File: src/verilog/irqps_params.svh
`ifndef IRQPS_PARAMS_SVH
`define IRQPS_PARAMS_SVH

// Register byte offsets
`define IRQPS_SEL_OFFSET 12'h000
`define IRQPS_IBE_OFFSET 12'h004
`define IRQPS_STAT_OFFSET 12'h008

// Field positions and widths
`define IRQPS_SEL_RSVD_BIT 7
`define IRQPS_SEL_LOW_N 4
`define IRQPS_SEL_HIGH_N 3
`define IRQPS_IBE_W 11

// Reset values
`define IRQPS_SEL_RESET 8'h00
`define IRQPS_IBE_RESET 11'h000

`endif

File: src/verilog/irqps_pkg.sv
package irqps_pkg;
   typedef struct packed {
      logic [7:0] sel;
      logic [10:0] ibe;
      logic [6:0] req;
      logic [31:0] rdata;
   } irqps_state_t;
endpackage

File: src/verilog/irqps_top.sv
`timescale 1ns/100ps
`include "irqps_params.svh"
// Contract
// - Bits 0-3 pick port2 or port6 line
// - Bits 4-6 enable port6 lines 4-6
// - Bit 7 reserved, reads zero, write zero
// - Select register resets to all zero
// - Enabled pin level reaches all its users
// - Output pins need input buffer disabled
// - Select change may produce internal edge
module irqps_top
   import irqps_pkg::*;
#(
   parameter int ADDR_W = 12
) (
   input wire logic pclk,
   input wire logic presetn,
   input wire logic psel,
   input wire logic penable,
   input wire logic pwrite,
   input wire logic [ADDR_W-1:0] paddr,
   input wire logic [31:0] pwdata,
   input wire logic [3:0] pstrb,
   output logic [31:0] prdata,
   output logic pready,
   output logic pslverr,
   input wire logic [3:0] port2_line,
   input wire logic [6:0] port6_line,
   output logic [6:0] ext_request,
   output logic [3:0] port2_buffered,
   output logic [6:0] port6_buffered
);

   generate
      if (ADDR_W < 4) begin : g_bad_addr_w
         $error("ADDR_W too small for the register map");
      end
   endgenerate

   ////////////////////////////////////////////////////////////////////////////
   // State
   irqps_state_t st_r;
   irqps_state_t st_nxt;
   logic [3:0] p2_buf;
   logic [6:0] p6_buf;
   logic [6:0] req_comb;
   logic wr_en;
   logic rd_en;
   logic hit;

   assign wr_en = psel && penable && pwrite;
   assign rd_en = psel && !penable && !pwrite;
   assign hit = (paddr == `IRQPS_SEL_OFFSET) || (paddr == `IRQPS_IBE_OFFSET)
      || (paddr == `IRQPS_STAT_OFFSET);

   // Input buffers, gated per pin; one level feeds every user
   assign p2_buf = port2_line & st_r.ibe[3:0];
   assign p6_buf = port6_line & st_r.ibe[10:4];

   ////////////////////////////////////////////////////////////////////////////
   // Source selection
   genvar g;
   generate
      for (g = 0; g < `IRQPS_SEL_LOW_N; g++) begin : g_low
         // Pick A or B side pin
         assign req_comb[g] = st_r.sel[g] ? p6_buf[g] : p2_buf[g];
      end
      for (g = `IRQPS_SEL_LOW_N; g < 7; g++) begin : g_high
         // Port6 only when selected
         assign req_comb[g] = st_r.sel[g] & p6_buf[g];
      end
   endgenerate

   ////////////////////////////////////////////////////////////////////////////
   // Next state
   always_comb begin
      st_nxt = st_r;
      st_nxt.req = req_comb;
      if (wr_en && paddr == `IRQPS_SEL_OFFSET) begin
         if (pstrb[0]) begin
            st_nxt.sel = pwdata[7:0];
            st_nxt.sel[`IRQPS_SEL_RSVD_BIT] = 1'b0;
         end
      end else if (wr_en && paddr == `IRQPS_IBE_OFFSET) begin
         if (pstrb[0]) begin
            st_nxt.ibe[7:0] = pwdata[7:0];
         end
         if (pstrb[1]) begin
            st_nxt.ibe[10:8] = pwdata[10:8];
         end
      end
      if (rd_en) begin
         if (paddr == `IRQPS_SEL_OFFSET) begin
            st_nxt.rdata = {24'h000000, st_r.sel};
         end else if (paddr == `IRQPS_IBE_OFFSET) begin
            st_nxt.rdata = {21'h000000, st_r.ibe};
         end else if (paddr == `IRQPS_STAT_OFFSET) begin
            st_nxt.rdata = {25'h0000000, st_r.req};
         end else begin
            st_nxt.rdata = 32'h00000000;
         end
      end
   end

   always_ff @(posedge pclk or negedge presetn) begin
      if (!presetn) begin
         st_r.sel <= `IRQPS_SEL_RESET;
         st_r.ibe <= `IRQPS_IBE_RESET;
         st_r.req <= 7'h00;
         st_r.rdata <= 32'h00000000;
      end else begin
         st_r <= st_nxt;
      end
   end

   ////////////////////////////////////////////////////////////////////////////
   // Outputs
   assign prdata = st_r.rdata;
   assign pready = 1'b1;
   assign pslverr = psel && penable && !hit;
   assign ext_request = st_r.req;
   assign port2_buffered = p2_buf;
   assign port6_buffered = p6_buf;

   ////////////////////////////////////////////////////////////////////////////
   // Checks
   chk_low_route: assert property (@(posedge pclk) disable iff (!presetn)
      ext_request[0] == ($past(st_r.sel[0]) ? $past(port6_line[0] & st_r.ibe[4])
      : $past(port2_line[0] & st_r.ibe[0])))
      else $error("request 8 source wrong");
   chk_high_gate: assert property (@(posedge pclk) disable iff (!presetn)
      !$past(st_r.sel[6]) |-> !ext_request[6])
      else $error("request 14 active while unselected");
   chk_rsvd_zero: assert property (@(posedge pclk) disable iff (!presetn)
      st_r.sel[7] == 1'b0)
      else $error("reserved select bit set");
   chk_reset_sel: assert property (@(posedge pclk)
      $rose(presetn) |-> st_r.sel == 8'h00)
      else $error("select not zero after reset");
   chk_buf_share: assert property (@(posedge pclk) disable iff (!presetn)
      port6_buffered[1] == (port6_line[1] & st_r.ibe[5]))
      else $error("buffered level wrong");
   chk_buf_off: assert property (@(posedge pclk) disable iff (!presetn)
      !st_r.ibe[2] |-> !port2_buffered[2])
      else $error("disabled buffer passes level");
   chk_sel_write: assert property (@(posedge pclk) disable iff (!presetn)
      (wr_en && paddr == `IRQPS_SEL_OFFSET && pstrb[0])
      |=> st_r.sel[6:0] == $past(pwdata[6:0]))
      else $error("select write lost");
   chk_unsel_pin: assert property (@(posedge pclk) disable iff (!presetn)
      ($past(!st_r.sel[3]) && $past(port2_line[3] == 1'b0)) |-> !ext_request[3])
      else $error("unselected pin reached request");

   // Every request line against its selected pin
   generate
      for (g = 0; g < `IRQPS_SEL_LOW_N; g++) begin : g_low_chk
         chk_low_each: assert property (@(posedge pclk) disable iff (!presetn)
            ext_request[g] == $past(st_r.sel[g] ? (port6_line[g] & st_r.ibe[4+g])
            : (port2_line[g] & st_r.ibe[g])))
            else $error("low request source wrong");
      end
      for (g = `IRQPS_SEL_LOW_N; g < 7; g++) begin : g_high_chk
         chk_high_each: assert property (@(posedge pclk) disable iff (!presetn)
            ext_request[g] == $past(st_r.sel[g] & port6_line[g] & st_r.ibe[4+g]))
            else $error("high request source wrong");
      end
   endgenerate

   // Reset state
   chk_reset_req: assert property (@(posedge pclk)
      $rose(presetn) |-> ext_request == 7'h00)
      else $error("request lines not idle after reset");
   chk_reset_ibe: assert property (@(posedge pclk)
      $rose(presetn) |-> st_r.ibe == `IRQPS_IBE_RESET)
      else $error("buffer enables not off after reset");

   // Register writes and reads
   chk_sel_hold: assert property (@(posedge pclk) disable iff (!presetn)
      !(wr_en && paddr == `IRQPS_SEL_OFFSET && pstrb[0]) |=> $stable(st_r.sel))
      else $error("select changed without a write");
   chk_sel_read: assert property (@(posedge pclk) disable iff (!presetn)
      (rd_en && paddr == `IRQPS_SEL_OFFSET) |=> prdata == {24'h000000, $past(st_r.sel)})
      else $error("select read data wrong");
   chk_rsvd_read: assert property (@(posedge pclk) disable iff (!presetn)
      (rd_en && paddr == `IRQPS_SEL_OFFSET) |=> !prdata[`IRQPS_SEL_RSVD_BIT])
      else $error("reserved bit read as one");
   chk_ibe_write: assert property (@(posedge pclk) disable iff (!presetn)
      (wr_en && paddr == `IRQPS_IBE_OFFSET && pstrb[0] && pstrb[1])
      |=> st_r.ibe == $past(pwdata[10:0]))
      else $error("buffer enable write lost");
   chk_ibe_low_strb: assert property (@(posedge pclk) disable iff (!presetn)
      (wr_en && paddr == `IRQPS_IBE_OFFSET && pstrb[0] && !pstrb[1])
      |=> st_r.ibe == {$past(st_r.ibe[10:8]), $past(pwdata[7:0])})
      else $error("buffer enable strobe ignored");
   chk_ibe_hold: assert property (@(posedge pclk) disable iff (!presetn)
      !(wr_en && paddr == `IRQPS_IBE_OFFSET && (pstrb[0] || pstrb[1])) |=> $stable(st_r.ibe))
      else $error("buffer enables changed without a write");
   chk_stat_read: assert property (@(posedge pclk) disable iff (!presetn)
      (rd_en && paddr == `IRQPS_STAT_OFFSET) |=> prdata == {25'h0, $past(ext_request)})
      else $error("status read data wrong");

   // Pin buffers
   chk_buf_pass: assert property (@(posedge pclk) disable iff (!presetn)
      {port6_buffered, port2_buffered} == ({port6_line, port2_line} & st_r.ibe))
      else $error("buffered levels wrong");
   chk_buf_gate: assert property (@(posedge pclk) disable iff (!presetn)
      ({port6_buffered, port2_buffered} & ~st_r.ibe) == 11'h000)
      else $error("disabled buffer passes level");

   // Reselect with buffers on shows the new pin one clock later
   chk_sel_edge: assert property (@(posedge pclk) disable iff (!presetn)
      ($changed(st_r.sel[0]) && $stable(st_r.ibe) && st_r.ibe[0] && st_r.ibe[4]
      && $stable(port2_line[0]) && $stable(port6_line[0])
      && (port2_line[0] != port6_line[0])) |=> $changed(ext_request[0]))
      else $error("reselect edge missing");
endmodule
File: config.mk
export PLATFORM = sky130hd
export DESIGN_NAME = irqps_top
export DESIGN_NICKNAME = d
export VERILOG_FILES = /design/src/verilog/irqps_pkg.sv /design/src/verilog/irqps_top.sv
export VERILOG_INCLUDE_DIRS = /design/src /design/src/verilog
export SDC_FILE = /design/constraint.sdc
export NUM_CORES = 1
export LEC_CHECK = 0
export BUFFER_PORTS_ARGS = -buffer_cell sky130_fd_sc_hd__clkbuf_2
export CAP_MARGIN = 5
export CORE_MARGIN = 2
export CORE_UTILIZATION = 40
export CTS_BUF_LIST = sky130_fd_sc_hd__clkbuf_4 sky130_fd_sc_hd__clkbuf_8 sky130_fd_sc_hd__clkbuf_16
export DETAILED_ROUTE_END_ITERATION = 12
export GPL_TIMING_DRIVEN = 0
export HOLD_SLACK_MARGIN = 0.1
export PLACE_DENSITY = 0.74
export RECOVER_POWER = 50
export SETUP_SLACK_MARGIN = 0.05
export SLEW_MARGIN = 5
export SYNTH_ARGS = -nofsm -noshare
export SYNTH_HDL_FRONTEND = slang
export SYNTH_SLANG_ARGS = --single-unit
File: constraint.sdc
create_clock -name pclk -period 1.1 [get_ports pclk]
set_input_delay 0.11 -clock pclk [delete_from_list [all_inputs] [get_ports pclk]]
set_output_delay 0.11 -clock pclk [all_outputs]
set_load 0.02 [all_outputs]
==> flow_summary.toml <==
[layout]
fin_util_pct = 70.7
antennaDiodeCount = 0
nets = 382
layoutNonFillerInstCount = 386
seq_area_um2 = 901
syn2layout_area_growth_pct = 67.8
stdcell_area_um2 = 3400
fillers = 364
layout-drive-gt1-share_pct = 59.2
multiInputGateArea_um2 = 993

[cts]
clockBufferDepth = 2
cts.sinks = 36
cts_buffers = 5
clk_pin_slew_ns = 0.06
ctsHtreeMaxLevel = 2
ctsHoldBuffers = 14
clk-insertion-delay-late_ns = 0.29
cts_tree = "built"
cts_root_buf = "clkbuf_8"

[logic_synthesis]
synth_edf_count = 0
mappedNetlistArea_um2 = 2030
synth_common_cells = "40 x buf_4, 36 x dfrtp_1, 18 x nand2_1"
syn_inst = 186
yosys_warnings = 0
yosysMostFrequentCell = "buf_4"
synth_top_area_share_pct = 44.4
yosysSeqAreaShare_pct = 44.4
synth_top_area_cell = "dfrtp_1"
synth.distinct_cells = 25
avgSynthCellArea_um2 = 10.9
synth_top_flop_cell = "dfrtp_1"
async_flop_share_pct = 100
synthTopCellsByArea = "dfrtp_1 44%, buf_4 15%, mux2_2 8.3%"
synth_seq_cells = 36

[worst_setup_path]
r2r_end = "prdata[4]"
cp-end-kind = "flip-flop"
worst_path_most_repeated_cell = "buf_6"
regToRegSetupSlack_ns = 0.03
startpoint_type = "input pin"
path_buf_inv = 2
slowest_delay_ns = 0.39
r2r_cells = 4
cp_max_fo = 7
crit_start = "paddr[6]"
reg2reg_from = "st_r[43]"
crit_required_ns = 1.27
worstPathArrival_ns = 1.57
critPathSlowestCell = "nor4_4"
crit_type = "in2reg"
crit_cells = 6
path_cells = "buf_6, nor4_4, nand4b_1, or3_1, buf_6, mux2_4"
crit_end = "st_r[55]"
cp_top_family = "simple AND/OR/NAND/NOR gates"

[place]
gp_congestion = 0.770
place_inst = 343
port_buffers = 70
dp_hpwl_um = 3430
place_area_um2 = 2590

[pwr]
p_int_uw = 2050
comb_power_share_pct = 13.6
peakVddDrop_v = 0.000667
net-switching-power_uw = 638
clockPowerShare_pct = 37.2
power_density_nw_per_um2 = 791
static-leakage-power_uw = 0.00174
power_frac_seq_pct = 49.2
swShare_pct = 23.7

[timing]
worst_slack_ns = -0.297
fin_setup_tns_ns = -5.49
finalSetupViolations = 26
max_freq_mhz = 716
slew_violations = 0
tightest_slew_ns = 0.882
rsz0062_at_grt = "true"
holdWs_ns = -0.0636
fin_skew_ns = 0.00353
period_share_pct = 127
hold_viol_final = 36
slew_headroom_pct = 41.2
fin_crit_ns = 1.40

[drt]
vias = 1799
via_per_inst = 4.66
drt-total-wl_um = 5530
ant_nets = 0
dr.pass1.iters = 4
wl_per_cell_um = 14.3
drc = 0
drtIter0Drc = 82

[floorplanning]
die_y_um = 75.2
rows = 25
die_area_um2 = 5660
core_area_um2 = 4820
die_width_um = 75.2
initial_core_util_pct = 42.1
pin_count = 116

[global_routing]
grt_util_all_layers_pct = 20.8
grt_max_degree = 37
grt_pass1_vias = 1779
antenna_found_initial = 0
overflow = 0
grt_pass1_wl_um = 8650

[status]
violations = "hold timing, setup timing"
status = "finished, violations left"

[flow_run]
maxCapViolCount = 0

[min_path]
hp-class = "in2async"
[metal layers]
| layer | wire, um | part of all wire, % | global-route usage [%] | up-vias |
|---|---|---|---|---|
| met5 | 0 | 0 | 0 | - |
| met4 | 41 | 0.74 | 4.87 | 0 |
| met3 | 394 | 7.1 | 6.02 | 5 |
| met2 | 2880 | 52 | 36.5 | 77 |
| met1 | 2220 | 40 | 25.3 | 874 |
| li1 | - | - | - | 843 |
[layout make-up]
cell class	instances	area share [%]
multi-input combinational	119	29.2
timing repair buffer	117	30.8
clock buffer	8	2.87
buffer	32	7.42
sequential	36	26.5
inverter	7	0.772
tap	67	2.46
[placed cells by master (no fill, tap or decap), drive strengths merged]
master and instances:
and2 11, nor2 4, a2bb2oi 7, nor3b 2, inv 7, nand2b 7, o21ai 4, clkbuf 58
nor4 2, nand4 6, and3 3, buf 85, nand4b 1, dfrtp 36, a221o 7, nor2b 1
nand2 18, a41oi 1, dlygate4sd3 14, mux2 22, or3 1, conb 22
[worst min-delay path by stage]
| stage | start | to | slack (ns) |
|---|---|---|---|
| 2_1_floorplan | presetn | ext_request[0] | -0.19 |
| 3_3_place_gp | presetn | ext_request[3] | 0.26 |
| 3_5_place_dp | presetn | ext_request[3] | 0.26 |
| 4_1_cts | presetn | st_r[46] | -0.04 |
| 5_1_grt | presetn | ext_request[0] | 0.003 |
| 6_report | presetn | ext_request[3] | -0.06 |
[power by group through the flow]
stage                     logic, uW  registers, uW  clock network [uW]
final                           367           1320                1000
after global routing            398           1320                1080
after CTS                       351           1320                1030
after detailed placement        298           1350                   0
after global placement          293           1350                   0
after floorplan                 168           1350                   0
[logic make-up (layout without fill, tap and decap cells)]
group	count (synthesis)	after routing	synth area share, %
and+or+nand+nor	56	56	16.6
AOI/OAI and AO/OA	19	19	7.89
other	2	22	0.370
muxes	22	22	13.5
DFF	36	36	44.4
buffers and inverters	51	164	17.2
[state kept, by name, indices dropped and copies added, names as in the netlist]
signal and cells:
prdata 11, st_r 18, ext_request 7
[per-stage QoR]
stage | hold WS, ns | setup slack [ns] | total power, uW
2_1_floorplan | -0.186 | -0.350 | 1520
3_5_place_dp | 0.265 | -0.627 | 1650
6_report | -0.0636 | -0.297 | 2690
3_3_place_gp | 0.265 | -0.640 | 1640
5_1_grt | 0.00306 | -0.346 | 2810
4_1_cts | -0.0411 | -0.236 | 2700
[what timing repair did]
| action | in CTS | in global routing |
|---|---|---|
| resized for setup | 82 | 37 |
| setup endpoints to repair | 54 | 51 |
| pin swaps | 4 | 3 |
| setup buffers | 28 | 5 |
| hold endpoints to repair | 57 | 36 |
[worst register-to-register path, cell delays in order (launching register included)]
cell	delay (ns)
dfrtp_1	0.36
buf_4	0.12
inv_1	0.04
a221o_1	0.37
a2bb2oi_2	0.12
(Power assumes the default switching activity.)
